### config.mk
export PLATFORM = sky130hd
export DESIGN_NAME = alu_flag_datapath
export DESIGN_NICKNAME = d
export VERILOG_FILES = /design/src/hdl/alu_pkg.sv /design/src/hdl/alu_if.sv /design/src/hdl/alu_flag_datapath.sv /design/src/hdl/alu_core.sv
export SDC_FILE = /design/constraint.sdc
export NUM_CORES = 2
export LEC_CHECK = 0
export BUFFER_PORTS_ARGS = -buffer_cell sky130_fd_sc_hd__buf_2
export CAP_MARGIN = 10
export CORE_UTILIZATION = 40
export DETAILED_ROUTE_END_ITERATION = 8
export PLACE_DENSITY_LB_ADDON = 0.15
export RECOVER_POWER = 25
export SYNTH_ARGS = -nofsm -noshare
export SYNTH_HDL_FRONTEND = slang
export SYNTH_SLANG_ARGS = --single-unit
### constraint.sdc
create_clock -name aclk -period 4.8 [get_ports aclk]
set_input_delay 0.96 -clock aclk [delete_from_list [all_inputs] [get_ports aclk]]
set_output_delay 0.96 -clock aclk [all_outputs]
set_load 0.01 [all_outputs]
### src/hdl/alu_pkg.sv
// Notes on behaviour
// - Add and add-with-carry take one clock, store, update Z C N V H.
// - Subtract register or constant from destination, store, update Z C N V H.
// - Subtract with borrow also subtracts carry, updates Z C N V H.
// - AND with register or constant updates Z N V, keeps C and H.
// - OR with register or constant and XOR store, update only Z N V S.
// - One's complement gives FF minus value, updates Z C N V, keeps H.
// - Increment adds one, updates Z N V, carry stays.
// - Decrement subtracts one, updates Z N V, carry stays.
// - Test ANDs register with itself, value unchanged, sets Z N V.
// - Clear XORs register with itself giving zero, updates Z N V.
// - Set-bits ORs destination with immediate mask, updates Z N V.
// - Clear-bits ANDs destination with FF minus mask, updates Z N V.
// - Some I/O flags clear when software writes one to them.
// - I/O bit set and clear rewrite whole register, clearing set flags.
// - I/O bit set and clear reach only addresses 00 to 1F.
package alu_pkg;
    // ************************************************************
    // Register map
    // ************************************************************
    localparam int         ADDR_W      = 9;
    localparam logic [8:0] DEST_OFF    = 9'h000;
    localparam logic [8:0] SRC_OFF     = 9'h004;
    localparam logic [8:0] IMM_OFF     = 9'h008;
    localparam logic [8:0] CMD_OFF     = 9'h00c;
    localparam logic [8:0] INFO_OFF    = 9'h010;
    localparam logic [7:0] STATUS_IDX  = 8'h3f;
    localparam logic [8:0] STATUS_OFF  = 9'(STATUS_IDX * 4);
    localparam logic [1:0] IO_WIN_SEL  = 2'h2;
    localparam int         IO_COUNT    = 32;
    localparam logic [5:0] IO_LAST     = 6'h1f;
    localparam logic [4:0] IO_W1C_ADDR = 5'h05;
    localparam logic [7:0] REG_RST     = 8'h00;
    localparam logic [7:0] BYTE_ONES   = 8'hff;
    // ************************************************************
    // Fields
    // ************************************************************
    localparam int         FLAG_C      = 0;
    localparam int         FLAG_Z      = 1;
    localparam int         FLAG_N      = 2;
    localparam int         FLAG_V      = 3;
    localparam int         FLAG_S      = 4;
    localparam int         FLAG_H      = 5;
    localparam int         CMD_OP_LSB  = 0;
    localparam int         CMD_BIT_LSB = 8;
    localparam int         CMD_IO_LSB  = 16;
    localparam logic [1:0] RESP_OKAY   = 2'h0;
    localparam logic [1:0] RESP_SLVERR = 2'h2;
    // ************************************************************
    // Operations
    // ************************************************************
    typedef enum logic [4:0] {
        OP_ADD   = 5'h00, OP_ADC   = 5'h01, OP_SUB   = 5'h02, OP_DIFFERENCE_IMM  = 5'h03,
        OP_SBC   = 5'h04, OP_BORROW_DIFFERENCE_IMM  = 5'h05, OP_AND   = 5'h06, OP_CONJUNCTION_IMM  = 5'h07,
        OP_OR    = 5'h08, OP_ORI   = 5'h09, OP_EOR   = 5'h0a, OP_COM   = 5'h0b,
        OP_NEG   = 5'h0c, OP_SBR   = 5'h0d, OP_CBR   = 5'h0e, OP_INC   = 5'h0f,
        OP_DEC   = 5'h10, OP_TST   = 5'h11, OP_CLR   = 5'h12, OP_SER   = 5'h13,
        OP_IOSET = 5'h14, OP_IOCLR = 5'h15
    } alu_op_t;
endpackage

### src/hdl/alu_if.sv
`timescale 1ns/100ps
interface alu_if;
    import alu_pkg::*;
    alu_op_t    op;
    logic [7:0] a;
    logic [7:0] b;
    logic [7:0] k;
    logic [7:0] flags_in;
    logic [7:0] res;
    logic [7:0] flags_out;
    logic       wr_dest;
    modport core (input op, a, b, k, flags_in, output res, flags_out, wr_dest);
    modport user (output op, a, b, k, flags_in, input res, flags_out, wr_dest);
endinterface

### src/hdl/alu_flag_datapath.sv
// Implementation choice: the AXI4-Lite interface to the registers.
`timescale 1ns/100ps
module alu_flag_datapath (
    input  wire logic                       aclk,            // Core clock, 100 MHz
    input  wire logic                       aresetn,         // Synchronous reset, active low
    input  wire logic [alu_pkg::ADDR_W-1:0] awaddr,          // Write address
    input  wire logic [2:0]                 awprot,          // Write protection, unused
    input  wire logic                       awvalid,         // Write address valid
    output logic                            awready,         // Write address ready
    input  wire logic [31:0]                wdata,           // Write data
    input  wire logic [3:0]                 wstrb,           // Write strobes
    input  wire logic                       wvalid,          // Write data valid
    output logic                            wready,          // Write data ready
    output logic [1:0]                      bresp,           // Write response
    output logic                            bvalid,          // Write response valid
    input  wire logic                       bready,          // Write response ready
    input  wire logic [alu_pkg::ADDR_W-1:0] araddr,          // Read address
    input  wire logic [2:0]                 arprot,          // Read protection, unused
    input  wire logic                       arvalid,         // Read address valid
    output logic                            arready,         // Read address ready
    output logic [31:0]                     rdata,           // Read data
    output logic [1:0]                      rresp,           // Read response
    output logic                            rvalid,          // Read data valid
    input  wire logic                       rready,          // Read data ready
    input  wire logic [7:0]                 io_flag_events,  // Flag set pulses for clear-on-one register
    output logic [7:0]                      dest_value,      // Destination register
    output logic [7:0]                      flag_register    // Processor flags
);
    import alu_pkg::*;

    typedef struct packed {
        logic                        awready;
        logic                        wready;
        logic                        bvalid;
        logic [1:0]                  bresp;
        logic                        arready;
        logic                        rvalid;
        logic [1:0]                  rresp;
        logic [31:0]                 rdata;
        logic                        aw_got;
        logic                        w_got;
        logic [8:0]                  waddr;
        logic [31:0]                 wdata;
        logic [3:0]                  wstrb;
        logic [7:0]                  dest;
        logic [7:0]                  src;
        logic [7:0]                  imm;
        logic [7:0]                  flags;
        logic [31:0]                 cmd;
        logic                        io_refused;
        logic [IO_COUNT-1:0][7:0]    io_mem;
    } state_t;

    localparam state_t STATE_RST = '{awready: 1'b1, wready: 1'b1, arready: 1'b1, default: '0};

    state_t     s_reg;
    state_t     s_next;
    logic       wr_do;
    logic       cmd_fire;
    logic       io_win_wr;
    logic [7:0] wbyte;
    logic [5:0] io_addr;
    logic [7:0] io_old;
    logic [7:0] io_mask;
    logic [7:0] io_val;
    alu_if      abus ();

    // ************************************************************
    // Arithmetic unit
    // ************************************************************
    assign abus.op       = alu_op_t'(s_reg.wdata[CMD_OP_LSB +: 5]);
    assign abus.a        = s_reg.dest;
    assign abus.b        = s_reg.src;
    assign abus.k        = s_reg.imm;
    assign abus.flags_in = s_reg.flags;

    alu_core u_alu (
        .bus (abus)
    );

    // Write into the I/O space, honouring clear-on-one bits
    function automatic logic [7:0] io_write(input logic [4:0] idx, input logic [7:0] old, input logic [7:0] d);
        io_write = (idx == IO_W1C_ADDR) ? (old & ~d) : d;
    endfunction

    // Decode helpers for the pending write
    assign wr_do     = s_reg.aw_got && s_reg.w_got;
    assign wbyte     = s_reg.wdata[7:0];
    assign cmd_fire  = wr_do && s_reg.wstrb[0] && (s_reg.waddr == CMD_OFF);
    assign io_win_wr = wr_do && s_reg.wstrb[0] && (s_reg.waddr[8:7] == IO_WIN_SEL) && (s_reg.waddr[1:0] == 2'h0);
    assign io_addr   = s_reg.wdata[CMD_IO_LSB +: 6];
    assign io_old    = s_reg.io_mem[io_addr[4:0]];
    assign io_mask   = 8'(8'h01 << s_reg.wdata[CMD_BIT_LSB +: 3]);
    assign io_val    = (abus.op == OP_IOSET) ? (io_old | io_mask) : (io_old & ~io_mask);

    // ************************************************************
    // Next state
    // ************************************************************
    always_comb
    begin
        s_next = s_reg;
        // Write address and data taken independently
        if (s_reg.awready && awvalid)
        begin
            s_next.awready = 1'b0;
            s_next.aw_got = 1'b1;
            s_next.waddr = awaddr;
        end
        if (s_reg.wready && wvalid)
        begin
            s_next.wready = 1'b0;
            s_next.w_got = 1'b1;
            s_next.wdata = wdata;
            s_next.wstrb = wstrb;
        end
        // Perform the write once both halves are held
        if (wr_do)
        begin
            s_next.aw_got = 1'b0;
            s_next.w_got = 1'b0;
            s_next.bvalid = 1'b1;
            s_next.bresp = RESP_OKAY;
            if (s_reg.waddr[8:7] == IO_WIN_SEL && s_reg.waddr[1:0] == 2'h0)
            begin
                if (s_reg.wstrb[0])
                    s_next.io_mem[s_reg.waddr[6:2]] = io_write(s_reg.waddr[6:2], s_reg.io_mem[s_reg.waddr[6:2]], wbyte);
            end
            else
            begin
                case (s_reg.waddr)
                    DEST_OFF   : if (s_reg.wstrb[0]) s_next.dest = wbyte;
                    SRC_OFF    : if (s_reg.wstrb[0]) s_next.src = wbyte;
                    IMM_OFF    : if (s_reg.wstrb[0]) s_next.imm = wbyte;
                    STATUS_OFF : if (s_reg.wstrb[0]) s_next.flags = wbyte;
                    INFO_OFF   : ;
                    CMD_OFF    : ;
                    default    : s_next.bresp = RESP_SLVERR;
                endcase
            end
        end
        // Command executes in the cycle it is written
        if (cmd_fire)
        begin
            s_next.cmd = s_reg.wdata;
            s_next.io_refused = 1'b0;
            if (abus.wr_dest)
                s_next.dest = abus.res;
            s_next.flags = abus.flags_out;
            if (abus.op == OP_IOSET || abus.op == OP_IOCLR)
            begin
                if (io_addr > IO_LAST)
                    s_next.io_refused = 1'b1;
                else
                    s_next.io_mem[io_addr[4:0]] = io_write(io_addr[4:0], io_old, io_val);
            end
        end
        // Hardware flag set wins over a same-cycle clear
        s_next.io_mem[IO_W1C_ADDR] = s_next.io_mem[IO_W1C_ADDR] | io_flag_events;
        if (s_reg.bvalid && bready)
        begin
            s_next.bvalid = 1'b0;
            s_next.awready = 1'b1;
            s_next.wready = 1'b1;
        end
        // Read channel
        if (s_reg.arready && arvalid)
        begin
            s_next.arready = 1'b0;
            s_next.rvalid = 1'b1;
            s_next.rresp = RESP_OKAY;
            s_next.rdata = '0;
            if (araddr[8:7] == IO_WIN_SEL && araddr[1:0] == 2'h0)
                s_next.rdata = {24'h0, s_reg.io_mem[araddr[6:2]]};
            else
            begin
                case (araddr)
                    DEST_OFF   : s_next.rdata = {24'h0, s_reg.dest};
                    SRC_OFF    : s_next.rdata = {24'h0, s_reg.src};
                    IMM_OFF    : s_next.rdata = {24'h0, s_reg.imm};
                    STATUS_OFF : s_next.rdata = {24'h0, s_reg.flags};
                    CMD_OFF    : s_next.rdata = s_reg.cmd;
                    INFO_OFF   : s_next.rdata = {31'h0, s_reg.io_refused};
                    default    : s_next.rresp = RESP_SLVERR;
                endcase
            end
        end
        if (s_reg.rvalid && rready)
        begin
            s_next.rvalid = 1'b0;
            s_next.arready = 1'b1;
        end
    end

    // ************************************************************
    // State register
    // ************************************************************
    always_ff @(posedge aclk)
    begin
        if (!aresetn)
            s_reg <= STATE_RST;
        else
            s_reg <= s_next;
    end

    // Outputs straight from the state register
    assign awready       = s_reg.awready;
    assign wready        = s_reg.wready;
    assign bvalid        = s_reg.bvalid;
    assign bresp         = s_reg.bresp;
    assign arready       = s_reg.arready;
    assign rvalid        = s_reg.rvalid;
    assign rresp         = s_reg.rresp;
    assign rdata         = s_reg.rdata;
    assign dest_value    = s_reg.dest;
    assign flag_register = s_reg.flags;

    // One bit per op code, high while that command executes; a plain net so properties sample it
    logic [31:0] fired;
    assign fired = cmd_fire ? 32'(32'h1 << abus.op) : 32'h0;
endmodule

### src/hdl/alu_core.sv
`timescale 1ns/100ps
module alu_core (
    alu_if.core bus // Operands in, result and flags out
);
    import alu_pkg::*;
    logic       arith;
    logic       sub;
    logic       lgc;
    logic       incdec;
    logic       cin;
    logic [7:0] x;
    logic [7:0] y;
    logic [7:0] r;
    logic [7:0] f;
    logic [8:0] wide;

    // ************************************************************
    // Result and flag update
    // ************************************************************
    always_comb
    begin
        arith = 1'b0;
        sub = 1'b0;
        lgc = 1'b0;
        incdec = 1'b0;
        cin = 1'b0;
        x = bus.a;
        y = bus.b;
        r = bus.a;
        f = bus.flags_in;
        wide = '0;
        bus.wr_dest = 1'b1;
        case (bus.op)
            OP_ADD  : arith = 1'b1;
            OP_ADC  : begin arith = 1'b1; cin = bus.flags_in[FLAG_C]; end
            OP_SUB  : begin arith = 1'b1; sub = 1'b1; end
            OP_DIFFERENCE_IMM : begin arith = 1'b1; sub = 1'b1; y = bus.k; end
            OP_SBC  : begin arith = 1'b1; sub = 1'b1; cin = bus.flags_in[FLAG_C]; end
            OP_BORROW_DIFFERENCE_IMM : begin arith = 1'b1; sub = 1'b1; y = bus.k; cin = bus.flags_in[FLAG_C]; end
            OP_NEG  : begin arith = 1'b1; sub = 1'b1; x = 8'h00; y = bus.a; end
            OP_AND  : begin lgc = 1'b1; r = bus.a & bus.b; end
            OP_CONJUNCTION_IMM : begin lgc = 1'b1; r = bus.a & bus.k; end
            OP_OR   : begin lgc = 1'b1; r = bus.a | bus.b; end
            OP_ORI  : begin lgc = 1'b1; r = bus.a | bus.k; end
            OP_EOR  : begin lgc = 1'b1; r = bus.a ^ bus.b; end
            OP_COM  : begin lgc = 1'b1; r = BYTE_ONES - bus.a; f[FLAG_C] = 1'b1; end
            OP_SBR  : begin lgc = 1'b1; r = bus.a | bus.k; end
            OP_CBR  : begin lgc = 1'b1; r = bus.a & (BYTE_ONES - bus.k); end
            OP_TST  : begin lgc = 1'b1; r = bus.a & bus.a; end
            OP_CLR  : begin lgc = 1'b1; r = bus.a ^ bus.a; end
            OP_INC  : begin incdec = 1'b1; r = 8'(bus.a + 8'h01); f[FLAG_V] = (r == 8'h80); end
            OP_DEC  : begin incdec = 1'b1; r = 8'(bus.a - 8'h01); f[FLAG_V] = (r == 8'h7f); end
            OP_SER  : r = BYTE_ONES;
            default : bus.wr_dest = 1'b0;
        endcase
        // Shared adder for add, subtract and negate
        if (arith)
        begin
            if (sub)
                wide = {1'b0, x} - {1'b0, y} - 9'(cin);
            else
                wide = {1'b0, x} + {1'b0, y} + 9'(cin);
            r = wide[7:0];
            if (sub)
            begin
                f[FLAG_H] = (~x[3] & y[3]) | (y[3] & r[3]) | (r[3] & ~x[3]);
                f[FLAG_C] = (~x[7] & y[7]) | (y[7] & r[7]) | (r[7] & ~x[7]);
                f[FLAG_V] = (x[7] & ~y[7] & ~r[7]) | (~x[7] & y[7] & r[7]);
            end
            else
            begin
                f[FLAG_H] = (x[3] & y[3]) | (y[3] & ~r[3]) | (~r[3] & x[3]);
                f[FLAG_C] = (x[7] & y[7]) | (y[7] & ~r[7]) | (~r[7] & x[7]);
                f[FLAG_V] = (x[7] & y[7] & ~r[7]) | (~x[7] & ~y[7] & r[7]);
            end
        end
        // Logic forms clear overflow
        if (lgc)
            f[FLAG_V] = 1'b0;
        // Zero, negative and sign for all flag-setting forms
        if (arith || lgc || incdec)
        begin
            f[FLAG_Z] = (r == 8'h00);
            f[FLAG_N] = r[7];
            f[FLAG_S] = r[7] ^ f[FLAG_V];
        end
        bus.res = r;
        bus.flags_out = f;
    end
endmodule

Word-level counts from Yosys, hierarchy flattened. Cells that the tools add are included. Widths: inputs -> output; s select.

Flip-flop bits (word level): 406. Input bits: 75. Output and inout bits: 57. Logic and storage cells: 271.

Add/subtract/negate cells: 8. $lt $le $gt $ge: 6. Equality and inequality tests: 41. Shift-type cells: 1. Muxes and demuxes: 63. Bitwise logic cells: 53. Reductions and logical operators: 44.

Operators by type and width (number): $mux 256 (4); $bwmux 256 (2); $mux 295 (1); $mux 257 (1); $pmux 32 s6 (1); $mux 8 (22); $bmux 8 s5 (3); $mux 32 (3); $pmux 8 s12 (1); $demux 8 s5 (2); $and 8x8->8 (7); $eq 5x4->1 const B (8); $eq 9x4->1 const B (4); $or 8x8->8 (4); $eq 5x3->1 const B (6); $eq 5x5->1 const B (6); $not 8->8 (3); $reduce_and 5->1 (4); $reduce_or 20->1 (1); $and 1x1->1 (18); $eq 9x3->1 const B (2); $eq 9x5->1 const B (2); $eq 9x8->1 const B (2); $logic_not 9->1 (2); 40 further kinds (107).

Depth between registers and ports, before layout.
Depth after elaboration: 17. Depth in mapped cells: 19. Depth with buffers taken out: 16.

Hierarchy. A second synthesis with hierarchy kept.

Cells, all modules: 3277. Area total of the unflattened synthesis: 26900.8 um^2.

By module, submodules not included: alu_flag_datapath (instances 1, cells each 2846, area an instance 24033.0 um^2, sequential area each 8087.8 um^2); alu_core (instances 1, cells each 431, area an instance 2867.8 um^2, sequential area each 0.0 um^2).

Worst setup path after synthesis. No wires, ideal clock.

Path type: flip-flop to flip-flop. From: register s_reg, in the netlist abus.op[0]. To: register s_reg, in the netlist flag_register[1]. Library setup time: 0.087 ns. Data arrival time: 4.408 ns. Data required time: 4.713 ns. Path slack: 0.305 ns. Cell stages (with the launch flop): 18. Path buffers: 3. Period minus slack after synthesis: 4.495 ns. Cell sequence: dfxtp_1 > buf_2 > buf_1 > and3_1 > clkbuf_1 > nor2_1 > a221oi_1 > inv_1 > fa_1 > fa_1 > a211o_1 > a31o_2 > a21oi_1 > xnor2_1 > nand2_1 > a32oi_1 > or4_1 > o31ai_1.

Word-level cells in the longest chain between the ends: 11. Elaborated cells on any way between the ends: 49. Those cells by class: 4 x add/sub; 20 x eq/ne; 13 x mux; 12 x reduce/logical.

Ends and longest elaborated chain: start: declaration (RTL line alu_flag_datapath.sv:56) `state_t s_reg;`; start signal: assignment (RTL line alu_flag_datapath.sv:202) `s_reg <= s_next;`; $eq 5x2->1 or $eq 5x3->1 (tied branches) (RTL line alu_core.sv:33) `case (bus.op)`; $reduce_or 2->1 (no source line); $pmux 8 s2 (RTL line alu_core.sv:33); $add 8x8->8 or $sub 8x8->8 (tied branches) (RTL line alu_core.sv:62, alu_core.sv:60); $add 8x1->8 or $sub 8x1->8 (tied branches) (RTL line alu_core.sv:62, alu_core.sv:60); $mux 8 (RTL line alu_core.sv:59) `if (sub)`; $mux 8 (2 in a row) (RTL line alu_core.sv:57) `if (arith)`; $logic_not 8->1 (RTL line alu_core.sv:83) `f[FLAG_Z] = (r == 8'h00);`; $mux 2 (RTL line alu_core.sv:81) `if (arith || lgc || incdec)`; $mux 295 (RTL line alu_flag_datapath.sv:142) `if (cmd_fire)`.

Several ways; a longest one is shown, not always the timed one. The select of a mux whose other input is x is not followed. A chain may end at the register's enable or synchronous reset.

Worst setup path after layout.
From: register s_reg, in the netlist abus.op[4]. To: register s_reg, in the netlist flag_register[1].

The elaborated chain is that of the path after synthesis.

==> metrics.md <==
| Metric | Value |
|---|---|
| Largest net degree at the start of global routing | `111` |
| Mapped cell area | `25100 um2` |
| Port Buf Inserts | `120` |
| Area of the multi-input gates | `15400 um2` |
| Routed WL | `103 mm` |
| Period utilisation layout | `93.6%` |
| Num CTS Buffers | `46` |
| HP Start | `s_reg[355]` |
| CTS resizes | `0` |
| Cells after Synth | `2811` |
| Layout Nets | `2892` |
| Clock Latency Late Sink | `0.60 ns` |
| Actual slew at the worst max-slew pin | `2.01 ns` |
| Area grow syn2layout | `10.6%` |
| Max IR drop VDD | `0.245 mV` |
| WP data arrival | `4.99 ns` |
| Setup TNS | `0 ns` |
| Vias | `24000` |
| Die area | `63700 um2` |
| Post-synthesis register bit count | `404` |
| Syn. warnings | `0` |
| Leakage | `8.99 nW` |
| Clock Path Buffers | `3` |
| Final HPWL DP | `72.0 mm` |
| IO Pins | `132` |
| Vias in the first global route | `21900` |
| R2R Setup Slk | `0.31 ns` |
| Iteration-0 DRC Markers | `3435` |
| Crit path launch type | `flop` |
| Clk pwr share | `46.0%` |
| Number of synthesized flops with an enable pin | `0` |
| Critical path required time | `5.30 ns` |
| Switching Share | `26.9%` |
| Die Span Y | `252 um` |
| Fill cells | `6010` |
| First-pass GRT wire length | `150 mm` |
| Wire per inst | `28.1 um` |
| Site row count | `91` |
| Crit end category | `flop` |
| Asr flop ratio synth | `0%` |
| Comb power frac | `10.1%` |
| Part of the power in registers | `43.9%` |
| Share of cells above drive strength 1 | `18.0%` |
| Library cells used by synthesis | `85` |
| CTS tree | `done` |
| Final core utilization | `44.9%` |
| Reg-to-Reg End | `flag_register[1]` |
| Status | `finished with violations` |
| # hold bufs at CTS | `0` |
| Worst Reg-to-Reg Cells | `15` |
| CTS Root Cell | `clkbuf_16` |
| Register Area | `8100 um2` |
| Hold path depth | `2` |
| Cell Int Power | `0.00576 W` |
| Die width | `252 um` |
| DRC Markers | `0` |
| PD cells | `284 nW/um2` |
| Violated checks | `capacitance limit, slew limit` |
| Final setup violation count | `0` |
| Pins Over Slew Limit | `200` |
| Fin Clk Skew | `0.0253 ns` |
| Initial antenna violation count | `2` |
| Slew headroom | `-34.3%` |
| Fmax | `0.223 GHz` |
| Starting Density | `40.6%` |
| Critical setup path kind | `flop to flop` |
| Placer Congestion | `1.00` |
| H-tree levels | `2` |
| Min-delay worst type | `flop to flop` |
| Antenna-violating nets left | `0` |
| Hold path endpoint | `s_reg[287]` |
| Largest register FFs | `322` |
| Reg clk slew, reported paths | `0.06 ns` |
| Minimum clock period | `4.49 ns` |
| # clock sinks | `404` |
| Gr ovfl total | `0` |
| Reg-to-Reg Start | `abus.op[4]` |
| Post-CTS Setup Inserts | `0` |
| RSZ-0062 raised after global routing | `false` |
| Core Box Area | `61800 um2` |
| Worst Path Max Fanout | `9` |
| Net Switching | `0.00212 W` |
| Synth Flop Type | `dfxtp_1` |
| Gr usage total | `31.7%` |
| Final hold violation count | `0` |
| # Max-Cap Violations | `2` |
| Drt first pass iters | `8` |
| Vias per Instance | `6.55` |
| Syn avg cell area | `8.92 um2` |
| Sequential area share after synthesis | `32.2%` |
stage by stage:
| step | cell area, um2 | setup WS (ns) | hold WS (ns) | cells | power, W |
|---|---|---|---|---|---|
| floorplan | 25100 | 0.305 | 0.432 | 2812 | 0.00400 |
| global placement | 26300 | 0.368 | 0.436 | 3578 | 0.00431 |
| detailed placement | 26300 | 0.399 | 0.443 | 3578 | 0.00431 |
| CTS | 27800 | 0.378 | 0.443 | 3663 | 0.00790 |
| global route | 27700 | 0.0733 | 0.467 | 3663 | 0.00810 |
| finish | 27700 | 0.306 | 0.443 | 3664 | 0.00787 |
layout make-up:
cell class / count / share of cell area (%)
flip-flops and latches: 404 / 29.2
clock inverters: 13 / 0.514
well taps: 837 / 3.78
diodes: 1 / 0.00902
repair buffers: 238 / 5.37
clock buffers: 72 / 5.04
inverters: 36 / 0.501
multi-input cells: 2063 / 55.6
cells in the mapped netlist, types with 29 or more instances:
| cell type | number | share of area (%) |
|---|---|---|
| buf_4 | 58 | 1.7 |
| a211oi_1 | 68 | 2.0 |
| buf_2 | 80 | 1.6 |
| nor2_1 | 167 | 2.5 |
| o22ai_1 | 196 | 4.9 |
| clkbuf_1 | 146 | 2.2 |
| nor3_1 | 31 | 0.62 |
| mux2i_1 | 82 | 3.3 |
| a22oi_1 | 71 | 2.1 |
| inv_1 | 35 | 0.52 |
| mux4_2 | 195 | 18 |
| nand2_1 | 441 | 6.6 |
| nor2b_1 | 54 | 1.3 |
| dfxtp_1 | 404 | 32 |
| o21ai_1 | 29 | 0.58 |
| a21oi_1 | 150 | 3.0 |
| o21ai_0 | 206 | 4.1 |
worst max-delay path by stage:
| stage | start | endpoint | slack, ns | depth (start not counted) |
|---|---|---|---|---|
| 6_report | abus.op[4] | flag_register[1] | 0.31 | 15 |
| 5_1_grt | abus.op[4] | flag_register[1] | 0.07 | 15 |
| 4_1_cts | abus.op[4] | flag_register[1] | 0.38 | 15 |
| 3_5_place_dp | abus.op[4] | flag_register[1] | 0.40 | 15 |
| 3_3_place_gp | abus.op[4] | flag_register[1] | 0.37 | 15 |
| 2_1_floorplan | abus.op[0] | flag_register[1] | 0.30 | 17 |
power by group through the flow:
| stage | Sequential (W) | Clock, W | Combinational (W) |
|---|---|---|---|
| 5_1_grt | 0.00346 | 0.00381 | 0.000829 |
| 6_report | 0.00346 | 0.00362 | 0.000795 |
| 4_1_cts | 0.00346 | 0.00367 | 0.000779 |
| 3_5_place_dp | 0.00353 | 0 | 0.000776 |
| 2_1_floorplan | 0.00349 | 0 | 0.000516 |
| 3_3_place_gp | 0.00353 | 0 | 0.000775 |
placed cells by master, fill, tap and decap left out, types with 46 or more instances in the layout:
master / count
nor2_1: 167
clkbuf_16: 46
a22oi_1: 71
o21ai_0: 206
nand2_1: 441
buf_2: 71
o22ai_1: 196
mux4_2: 195
nor2b_1: 54
a211oi_1: 68
clkbuf_1: 63
dfxtp_1: 400
mux2i_1: 82
buf_4: 109
a21oi_1: 149
per-layer routing:
| metal | track usage, % | vias to the layer above | routed length, um |
|---|---|---|---|
| met4 | 11.8 | 2 | 4120 |
| met2 | 48.2 | 1490 | 45400 |
| met5 | 0 | - | 13 |
| met1 | 44.3 | 11800 | 42700 |
| met3 | 6.20 | 212 | 10500 |
| li1 | - | 10500 | - |
critical path, stage by stage, from the launching register on:
cell and delay (ns):
dfxtp_1 0.39, nand3b_1 0.30, nor3_1 0.23, nor2_1 0.18, a221oi_1 0.44, inv_1 0.11, fa_1 0.43, fa_1 0.49
a211o_1 0.33, a31o_2 0.23, a21oi_1 0.16, xnor2_1 0.08, nand2_1 0.07, a32oi_1 0.17, or4_1 0.60, o31ai_1 0.19
cell families after synthesis:
logic type | synth area share (%)
multiplexers | 21.7
buffers and inverters | 6.50
AO/OA/AOI/OAI | 22.4
other | 0.0150
AND/OR/NAND/NOR | 15.1
flip-flops | 32.2
XOR/XNOR | 0.489
adder cells (fa/ha/maj) | 1.52
Power figures use the tool's default switching activity.
